$ cat src/logic/tbec_defs.svh
// Register offsets, field positions, reset values and prescaler divide
`ifndef TBEC_DEFS_SVH
`define TBEC_DEFS_SVH
`define TBEC_OFS_CTRL_SET   6'h05
`define TBEC_OFS_BUFV_CLR   6'h06
`define TBEC_OFS_EVCNT      6'h09
`define TBEC_OFS_CTRL_CLR   6'h04
`define TBEC_OFS_BUFV_SET   6'h07
`define TBEC_OFS_PERIOD_BUF 6'h26
`define TBEC_OFS_CMPBUF0    6'h38
`define TBEC_OFS_CMPBUF1    6'h3A
`define TBEC_OFS_CMPBUF2    6'h3C
`define TBEC_OFS_STATUS     6'h0B
`define TBEC_OFS_CNTL       6'h20
`define TBEC_OFS_CNTH       6'h21
`define TBEC_OFS_CTRLA      6'h00
`define TBEC_BIT_DIR        0
`define TBEC_BIT_LOCK       1
`define TBEC_CMD_LSB        2
`define TBEC_BIT_EVC_EN     0
`define TBEC_ACT_LSB        1
`define TBEC_BIT_ENABLE     0
`define TBEC_RST_CTRL       2'h0
`define TBEC_RST_BUFV       4'h0
`define TBEC_RST_EVCNT      3'h0
`define TBEC_RST_PER        16'hFFFF
`define TBEC_RST_CMP        16'h0000
`define TBEC_PRESC_DIV      8'h04
`endif

$ cat src/logic/tbec_pkg.sv
// Types shared by the timer control slice
package tbec_pkg;
  typedef enum logic [1:0] {
    tbec_cmd_none    = 2'b00,
    tbec_cmd_update  = 2'b01,
    tbec_cmd_restart = 2'b10,
    tbec_cmd_reset   = 2'b11
  } tbec_cmd_e;
  typedef enum logic [1:0] {
    count_rising_edges   = 2'b00,
    count_all_edges      = 2'b01,
    count_while_high     = 2'b10,
    event_sets_direction = 2'b11
  } tbec_evaction_e;
endpackage

$ cat src/logic/tbec_evt_if.sv
// Event-count request path between control and counter step logic
`timescale 1ns/1ps
interface tbec_evt_if;
  logic        enable;
  logic [1:0]  action;
  logic        event_sync;
  logic        presc_tick;
  logic        step;
  logic        dir_set;
  logic        dir_value;
  modport ctrl (output enable, output action, output event_sync,
                output presc_tick, input step, input dir_set,
                input dir_value);
  modport evt  (input enable, input action, input event_sync,
                input presc_tick, output step, output dir_set,
                output dir_value);
endinterface

$ cat src/logic/tbec_evt.sv
// Event action decoder: turns the event line into count steps
`timescale 1ns/1ps
module tbec_evt (
  input  wire logic mclk,
  input  wire logic rstn,
  tbec_evt_if.evt   ev
);
  import tbec_pkg::*;
  logic ev_prev;
  wire  rise     = ev.event_sync & ~ev_prev;
  wire  any_edge = ev.event_sync ^ ev_prev;
  logic step_sel;
  always_comb begin
    case (tbec_evaction_e'(ev.action))
      count_rising_edges:   step_sel = rise;
      count_all_edges:      step_sel = any_edge;
      count_while_high:     step_sel = ev.presc_tick & ev.event_sync;
      default:              step_sel = ev.presc_tick;
    endcase
  end
  assign ev.step      = ev.enable & step_sel;
  assign ev.dir_set   = ev.enable & (ev.action == 2'b11);
  assign ev.dir_value = ev.event_sync;
  always_ff @(posedge mclk or negedge rstn) begin
    if (!rstn) begin
      ev_prev <= 1'b0;
    end else begin
      ev_prev <= ev.event_sync;
    end
  end
endmodule

$ cat src/logic/tbec_top.sv
// Timer control slice: command, lock, direction, buffer valid, events
//
// Contract
// - Writing one to set view sets bit
// - Status bits read through both views
// - Command codes: none, update, restart, reset
// - Command field always reads zero
// - Hard reset command ignored while enabled
// - Lock bit blocks buffer copies on update
// - Direction bit: zero up, one down
// - Writing one to clear view clears bit
// - Compare valid sets on write, clears on update
// - Period valid sets on write, clears on update
// - Action 0 rising edges, 1 all edges
// - Action 2 counts prescaled clock while high
// - Action 3 event line selects direction
// - Event control: bit 0 enable, 2:1 action
// - Enable zero disables event counting
`timescale 1ns/1ps
`include "tbec_defs.svh"
module tbec_top #(
  parameter int CNT_W = 16
) (
  input  wire logic             mclk,
  input  wire logic             rstn,
  input  wire logic [5:0]       addr,
  input  wire logic [7:0]       wdata,
  input  wire logic             wr,
  input  wire logic             rd,
  output logic      [7:0]       rdata,
  input  wire logic             event_in,
  input  wire logic             update_cond,
  output logic      [CNT_W-1:0] count,
  output logic      [CNT_W-1:0] period,
  output logic      [CNT_W-1:0] compare0,
  output logic      [CNT_W-1:0] compare1,
  output logic      [CNT_W-1:0] compare2,
  output logic                  restart_pulse,
  output logic                  update_pulse
);
  import tbec_pkg::*;

  // ----------------------------------------
  // Registers and decode
  // ----------------------------------------
  logic             dir;
  logic             lock_buffer_update;
  logic [3:0]       bufv;
  logic [2:0]       event_count_control;
  logic             enable;
  logic [CNT_W-1:0] period_buffer;
  logic [CNT_W-1:0] compare_buffer [3];
  logic [7:0]       presc_cnt;
  logic [1:0]       ev_sync;
  logic [7:0]       next_rdata;

  function automatic logic hit(input logic [5:0] a, input logic [5:0] o);
    hit = (a == o);
  endfunction

  wire w_set   = wr & hit(addr, `TBEC_OFS_CTRL_SET);
  wire w_clr   = wr & hit(addr, `TBEC_OFS_CTRL_CLR);
  wire w_vclr  = wr & hit(addr, `TBEC_OFS_BUFV_CLR);
  wire w_vset  = wr & hit(addr, `TBEC_OFS_BUFV_SET);
  wire w_ev    = wr & hit(addr, `TBEC_OFS_EVCNT);
  wire w_ctrla = wr & hit(addr, `TBEC_OFS_CTRLA);
  wire w_perl  = wr & hit(addr, `TBEC_OFS_PERIOD_BUF);
  wire w_perh  = wr & hit(addr, `TBEC_OFS_PERIOD_BUF + 6'h01);

  wire [1:0] cmd = wdata[`TBEC_CMD_LSB +: 2];
  wire cmd_upd = w_set & (tbec_cmd_e'(cmd) == tbec_cmd_update);
  wire cmd_rst = w_set & (tbec_cmd_e'(cmd) == tbec_cmd_restart);
  // Hard reset only takes effect while the timer is stopped
  wire cmd_is_reset = (tbec_cmd_e'(cmd) == tbec_cmd_reset);
  wire cmd_hrs = w_set & cmd_is_reset
                 & ~enable;

  wire upd_event = update_cond | cmd_upd;
  wire do_copy   = upd_event & ~lock_buffer_update;

  // ----------------------------------------
  // Event path
  // ----------------------------------------
  wire presc_tick = (presc_cnt == `TBEC_PRESC_DIV - 8'h01);
  tbec_evt_if evi ();
  wire       evc_enable = event_count_control[`TBEC_BIT_EVC_EN];
  wire [1:0] evc_action = event_count_control[`TBEC_ACT_LSB +: 2];
  assign evi.enable     = evc_enable;
  assign evi.action     = evc_action;
  assign evi.event_sync = ev_sync[1];
  assign evi.presc_tick = enable & presc_tick;
  tbec_evt u_evt (
    .mclk (mclk),
    .rstn (rstn),
    .ev   (evi)
  );

  // Two-flop synchroniser for the asynchronous event pin
  always_ff @(posedge mclk or negedge rstn) begin
    if (!rstn) begin
      ev_sync <= 2'b00;
    end else begin
      ev_sync <= {ev_sync[0], event_in};
    end
  end

  // Divider for the prescaled count clock
  always_ff @(posedge mclk or negedge rstn) begin
    if (!rstn) begin
      presc_cnt <= 8'h00;
    end else if (!enable || presc_tick) begin
      presc_cnt <= 8'h00;
    end else begin
      presc_cnt <= presc_cnt + 8'h01;
    end
  end

  // ----------------------------------------
  // Control set and clear views
  // ----------------------------------------
  always_ff @(posedge mclk or negedge rstn) begin
    if (!rstn) begin
      {lock_buffer_update, dir} <= `TBEC_RST_CTRL;
    end else if (cmd_hrs) begin
      {lock_buffer_update, dir} <= `TBEC_RST_CTRL;
    end else begin
      if (evi.dir_set) begin
        dir <= evi.dir_value;
      end else if (w_set && wdata[`TBEC_BIT_DIR]) begin
        dir <= 1'b1;
      end else if (w_clr && wdata[`TBEC_BIT_DIR]) begin
        dir <= 1'b0;
      end
      if (w_set && wdata[`TBEC_BIT_LOCK]) begin
        lock_buffer_update <= 1'b1;
      end else if (w_clr && wdata[`TBEC_BIT_LOCK]) begin
        lock_buffer_update <= 1'b0;
      end
    end
  end

  always_ff @(posedge mclk or negedge rstn) begin
    if (!rstn) begin
      enable              <= 1'b0;
      event_count_control <= `TBEC_RST_EVCNT;
    end else begin
      if (w_ctrla) begin
        enable <= wdata[`TBEC_BIT_ENABLE];
      end
      if (w_ev) begin
        event_count_control <= wdata[2:0];
      end else if (cmd_hrs) begin
        event_count_control <= `TBEC_RST_EVCNT;
      end
    end
  end

  // ----------------------------------------
  // Buffers and valid flags
  // ----------------------------------------
  logic [3:0] buf_wr;
  genvar gi;
  generate
    for (gi = 0; gi < 3; gi++) begin : g_cmp
      wire wl = wr & hit(addr, `TBEC_OFS_CMPBUF0 + 6'(2 * gi));
      wire wh = wr & hit(addr, `TBEC_OFS_CMPBUF0 + 6'(2 * gi + 1));
      assign buf_wr[gi+1] = wl | wh;
      always_ff @(posedge mclk or negedge rstn) begin
        if (!rstn) begin
          compare_buffer[gi] <= `TBEC_RST_CMP;
        end else if (cmd_hrs) begin
          compare_buffer[gi] <= `TBEC_RST_CMP;
        end else if (wl) begin
          compare_buffer[gi][7:0] <= wdata;
        end else if (wh) begin
          compare_buffer[gi][15:8] <= wdata;
        end
      end
    end
  endgenerate
  assign buf_wr[0] = w_perl | w_perh;

  always_ff @(posedge mclk or negedge rstn) begin
    if (!rstn) begin
      period_buffer <= `TBEC_RST_PER;
    end else if (cmd_hrs) begin
      period_buffer <= `TBEC_RST_PER;
    end else if (w_perl) begin
      period_buffer[7:0] <= wdata;
    end else if (w_perh) begin
      period_buffer[15:8] <= wdata;
    end
  end

  // Set by a buffer write wins over clears in the same cycle
  wire [3:0] bufv_clr = (w_vclr ? wdata[3:0] : 4'h0)
                        | {4{do_copy | cmd_hrs}};
  wire [3:0] bufv_set = buf_wr | (w_vset ? wdata[3:0] : 4'h0);
  always_ff @(posedge mclk or negedge rstn) begin
    if (!rstn) begin
      bufv <= `TBEC_RST_BUFV;
    end else begin
      bufv <= (bufv & ~bufv_clr) | bufv_set;
    end
  end

  // ----------------------------------------
  // Buffered register copy and counter
  // ----------------------------------------
  always_ff @(posedge mclk or negedge rstn) begin
    if (!rstn) begin
      period   <= `TBEC_RST_PER;
      compare0 <= `TBEC_RST_CMP;
      compare1 <= `TBEC_RST_CMP;
      compare2 <= `TBEC_RST_CMP;
    end else if (cmd_hrs) begin
      period   <= `TBEC_RST_PER;
      compare0 <= `TBEC_RST_CMP;
      compare1 <= `TBEC_RST_CMP;
      compare2 <= `TBEC_RST_CMP;
    end else if (do_copy) begin
      if (bufv[0]) period <= period_buffer;
      if (bufv[1]) compare0 <= compare_buffer[0];
      if (bufv[2]) compare1 <= compare_buffer[1];
      if (bufv[3]) compare2 <= compare_buffer[2];
    end
  end

  wire plain_tick = enable & presc_tick & ~evi.enable;
  wire step       = enable & (evi.step | plain_tick);
  always_ff @(posedge mclk or negedge rstn) begin
    if (!rstn) begin
      count <= '0;
    end else if (cmd_hrs || cmd_rst) begin
      count <= '0;
    end else if (w_set || w_clr) begin
      count <= count;
    end else if (step) begin
      count <= dir ? count - 1'b1 : count + 1'b1;
    end
  end

  always_ff @(posedge mclk or negedge rstn) begin
    if (!rstn) begin
      restart_pulse <= 1'b0;
      update_pulse  <= 1'b0;
    end else begin
      restart_pulse <= cmd_rst;
      update_pulse  <= do_copy;
    end
  end

  // ----------------------------------------
  // Read data
  // ----------------------------------------
  wire [7:0] ctrl_view = {4'h0, 2'b00, lock_buffer_update, dir};
  wire rd_ctrl = hit(addr, `TBEC_OFS_CTRL_SET) | hit(addr, `TBEC_OFS_CTRL_CLR);
  wire rd_bufv = hit(addr, `TBEC_OFS_BUFV_CLR) | hit(addr, `TBEC_OFS_BUFV_SET);
  wire rd_evc  = hit(addr, `TBEC_OFS_EVCNT);
  wire rd_ena  = hit(addr, `TBEC_OFS_CTRLA);
  wire rd_cntl = hit(addr, `TBEC_OFS_CNTL);
  wire rd_cnth = hit(addr, `TBEC_OFS_CNTH);
  wire rd_perl = hit(addr, `TBEC_OFS_PERIOD_BUF);
  wire rd_perh = hit(addr, `TBEC_OFS_PERIOD_BUF + 6'h01);

  // ----------------------------------------
  // Read select
  // ----------------------------------------
  always_comb begin
    if (rd_ctrl) begin
      next_rdata = ctrl_view;
    end else if (rd_bufv) begin
      next_rdata = {4'h0, bufv};
    end else if (rd_evc) begin
      next_rdata = {5'h00, event_count_control};
    end else if (rd_ena) begin
      next_rdata = {7'h00, enable};
    end else if (rd_cntl) begin
      next_rdata = count[7:0];
    end else if (rd_cnth) begin
      next_rdata = count[15:8];
    end else if (rd_perl) begin
      next_rdata = period_buffer[7:0];
    end else if (rd_perh) begin
      next_rdata = period_buffer[15:8];
    end else begin
      next_rdata = 8'h00;
    end
  end

  always_ff @(posedge mclk or negedge rstn) begin
    if (!rstn) begin
      rdata <= 8'h00;
    end else if (rd) begin
      rdata <= next_rdata;
    end else begin
      rdata <= 8'h00;
    end
  end
endmodule

$ cat config.mk
export PLATFORM = sky130hd
export DESIGN_NAME = tbec_top
export DESIGN_NICKNAME = d
export VERILOG_FILES = /design/src/logic/tbec_pkg.sv /design/src/logic/tbec_evt_if.sv /design/src/logic/tbec_evt.sv /design/src/logic/tbec_top.sv
export VERILOG_INCLUDE_DIRS = /design/src /design/src/logic
export SDC_FILE = /design/constraint.sdc
export NUM_CORES = 1
export LEC_CHECK = 0
export BUFFER_PORTS_ARGS = -buffer_cell sky130_fd_sc_hd__buf_2
export CORE_MARGIN = 2
export CORE_UTILIZATION = 55
export CTS_CLUSTER_SIZE = 28
export DETAILED_ROUTE_END_ITERATION = 10
export GPL_TIMING_DRIVEN = 0
export HOLD_SLACK_MARGIN = 0.05
export PLACE_DENSITY = 0.73
export SYNTH_ARGS = -nofsm -noshare
export SYNTH_HDL_FRONTEND = slang
export SYNTH_SLANG_ARGS = --single-unit
$ cat constraint.sdc
create_clock -name mclk -period 7.6 [get_ports mclk]
set_clock_uncertainty 0.2 [all_clocks]
set_input_delay 0.76 -clock mclk [delete_from_list [all_inputs] [get_ports mclk]]
set_output_delay 0.76 -clock mclk [all_outputs]
set_load 0.02 [all_outputs]
==> flow_summary.json <==
{
  "synth.ff_latch_count": 175,
  "track_usage": 0.259,
  "areaGrowthSynthToFinish_pct": 17.4,
  "reg2reg_slack_ns": 4.30,
  "worst_r2r_endpoint": "count[15]$_DFFE_PN0P_",
  "cts_resized": 0,
  "synth_nets": 874,
  "place_area_sq_mm": 0.00882,
  "via_per_inst": 5.74,
  "grt_max_degree": 99,
  "dp_hpwl_mm": 13.6,
  "die_area_sq_mm": 0.0156,
  "drc": 0,
  "critPathMaxFanout": 19,
  "synth_fa_ha_area_frac": 0.0258,
  "synth-edff-count": 0,
  "wl_met2_mm": 9.04,
  "nets": 995,
  "intPower_mw": 2.02,
  "drt_pass1_iterations": 5,
  "port_buffers": 101,
  "rows": 44,
  "setup_violations": 0,
  "core_sq_mm": 0.0144,
  "dp_slack_ns": 4.35,
  "synth_cell_types": 54,
  "topRoutingLayerUsed": "met4",
  "layout-drive-gt1-share": 0.208,
  "endpoint_kind": "flop",
  "ys_seq_area_frac": 0.549,
  "met3_length_mm": 1.18,
  "tritoncts": "yes",
  "final.setup.worst_slack_ns": 4.30,
  "sequentialPowerShare": 0.415,
  "fin_crit_sh": 0.434,
  "worstPathArrival_ns": 3.45,
  "maxCapViolCount": 0,
  "power_mw": 3.03,
  "clkLatencyLatePin_ns": 0.44,
  "combinationalPowerShare": 0.281,
  "yosysWarningCount": 0,
  "fin_hold_ws_ns": 0.0889,
  "cts_setup_buffers": 0,
  "hold_class": "in2async",
  "htree_num_levels": 4,
  "maxSlewHeadroom": 0.311,
  "rsz0062_at_grt": "false",
  "synthFlopType": "dfrtp_1",
  "drtAntennaViolNets": 0,
  "cp-startpoint": "dir$_DFFE_PN0P_",
  "syn_area_sq_mm": 0.00805,
  "drtIter0Drc": 563,
  "postLayoutCoreUtil": 0.655,
  "max_freq_mhz": 303,
  "crit_end": "count[15]$_DFFE_PN0P_",
  "r2r_cells": 8,
  "antennaDiodeCount": 0,
  "synth_top_family_by_area": "simple AND/OR/NAND/NOR gates",
  "cp.required_ns": 7.75,
  "avgSynthCellArea_sq_um": 9.60,
  "num_io_pins": 110,
  "path_class": "reg2reg",
  "gp_congestion": 0.900,
  "mostFrequentLayoutCell": "nand2_1",
  "clk_pin_slew_ns": 0.06,
  "synth_xor_area_frac": 0.0174,
  "initial_core_util": 0.558,
  "die_width_um": 125,
  "grt_pass1_wl_mm": 32.4,
  "final_area_sq_mm": 0.00944,
  "synthesis.instances": 838,
  "antenna_found_initial": 0,
  "gr-total-overflow": 0,
  "postCtsHoldBufs": 0,
  "p_leak_nw": 4.55,
  "grt_pass1_vias": 6187,
  "cts.sinks": 175,
  "routed-via-count": 6633,
  "switching_share": 0.334,
  "numCtsBuffers": 17,
  "fp.dieH_um": 125,
  "wl_mm": 19.9,
  "p_per_area_mw_per_mm2": 321,
  "status": "complete, no violations",
  "worst_setup_path_start_kind": "flop",
  "tns_ns": 0,
  "final_cell_mix": "177 x nand2_1, 143 x dfrtp_1, 117 x buf_2",
  "r2r-start": "dir$_DFFE_PN0P_",
  "ir_drop_mv": 0.218,
  "layoutNonFillerInstCount": 1156,
  "wire_per_inst_um": 17.2,
  "met1_length_mm": 9.38,
  "max_slew.worst_pin.slew_ns": 1.03,
  "period_needed_ns": 3.30,
  "dp_cells": 1124,
  "cts-root-buf": "clkbuf_16",
  "hold_viol": 0,
  "synthMuxAreaShare": 0.0452,
  "async_reset_ff_frac": 1.00,
  "synth_compound_area_frac": 0.132,
  "slew_viol_final": 0,
  "switchingPower_mw": 1.01,
  "clock_tree.buffer_depth": 2,
  "synth_simple_gate_area_frac": 0.200,
  "pwr-share-clk": 0.304
}
## worst max-delay path, cell delays in order, from the launching register on
cell	delay (ns)
dfrtp_1	0.82
ha_1	0.41
and3_1	0.21
a221o_1	0.35
a311oi_1	0.43
nor3_1	0.10
or3_1	0.35
and2_0	0.17
o211ai_1	0.17
## state kept, by name, summed over array words and instances, names as in the netlist
register	cells
u_evt.ev_prev	1
compare_buffer	48
update_pulse	1
bufv	4
count	16
event_count_control	3
period	16
rdata	8
lock_buffer_update	1
compare0	16
period_buffer	16
restart_pulse	1
presc_cnt	8
compare1	16
ev_sync	2
dir	1
enable	1
compare2	16
## kinds of logic after synthesis
| family | after synthesis |
|---|---|
| DFF | 175 |
| muxes | 36 |
| AOI/OAI and AO/OA | 172 |
| adders and majority gates | 16 |
| and+or+nand+nor | 368 |
| buffers and inverters | 55 |
| xor gates and xnor gates | 16 |
## how the worst min path moves through the flow
stage                              start                 endpoint  slack (ns)  depth (start not counted)
global route                        rstn  compare2[0]$_DFFE_PN0P_        0.14                          1
detailed placement  ev_sync[0]$_DFF_PN0_     ev_sync[1]$_DFF_PN0_        0.14                          0
finish                              rstn  compare2[0]$_DFFE_PN0P_        0.09                          1
floorplan           ev_sync[0]$_DFF_PN0_     ev_sync[1]$_DFF_PN0_        0.13                          0
CTS                                 rstn  compare2[0]$_DFFE_PN0P_        0.11                          1
global placement    ev_sync[0]$_DFF_PN0_     ev_sync[1]$_DFF_PN0_        0.13                          0
## layout make-up
class | instances | area, sq um
plain buffers | 48 | 224
flip-flops and latches | 175 | 4420
repair buffers | 102 | 543
clock buffers | 20 | 467
multi-input cells | 608 | 3380
fillers | 1209 | 4980
well taps | 184 | 230
clock inverters | 12 | 158
inverters | 7 | 26.3
## layer usage
layer,global-route usage,up-vias
met2,0.389,205
li1,-,3129
met3,0.0501,22
met1,0.387,3277
met5,0,-
met4,0.0817,0
## synth_stat cells, drive strengths merged (2+ instances only)
| cell | number | area (sq um) |
|---|---|---|
| or2 | 2 | 12.5 |
| a21o | 6 | 45.0 |
| a22o | 12 | 105 |
| o211ai | 5 | 37.5 |
| dfstp | 32 | 841 |
| a222oi | 7 | 70.1 |
| a21boi | 5 | 37.5 |
| xor2 | 10 | 87.6 |
| a22oi | 5 | 37.5 |
| nor3b | 4 | 30.0 |
| nand3b | 3 | 22.5 |
| a211oi | 5 | 37.5 |
| mux2i | 33 | 330 |
| and3 | 4 | 25.0 |
| xnor2 | 6 | 52.6 |
| nand2b | 2 | 12.5 |
| buf | 29 | 153 |
| nor2 | 95 | 367 |
| nand4b | 4 | 35.0 |
| nand3 | 54 | 270 |
| nand2 | 177 | 664 |
| or3 | 2 | 12.5 |
| nor2b | 2 | 12.5 |
| clkbuf | 19 | 71.3 |
| a31o | 2 | 17.5 |
| ha | 15 | 188 |
| a21oi | 101 | 505 |
| dfrtp | 143 | 3580 |
| o21ai | 15 | 75.1 |
| nor3 | 10 | 55.1 |
| inv | 7 | 26.3 |
| and2 | 5 | 31.3 |
| mux2 | 3 | 33.8 |
## power by group through the flow
stage	registers [mW]	clock network, mW	logic (mW)
2_1_floorplan	1.35	0	0.505
3_3_place_gp	1.27	0	0.827
3_5_place_dp	1.27	0	0.847
4_1_cts	1.25	0.925	0.854
5_1_grt	1.28	0.966	0.949
6_report	1.26	0.920	0.851
Power figures use the tool's default switching activity.
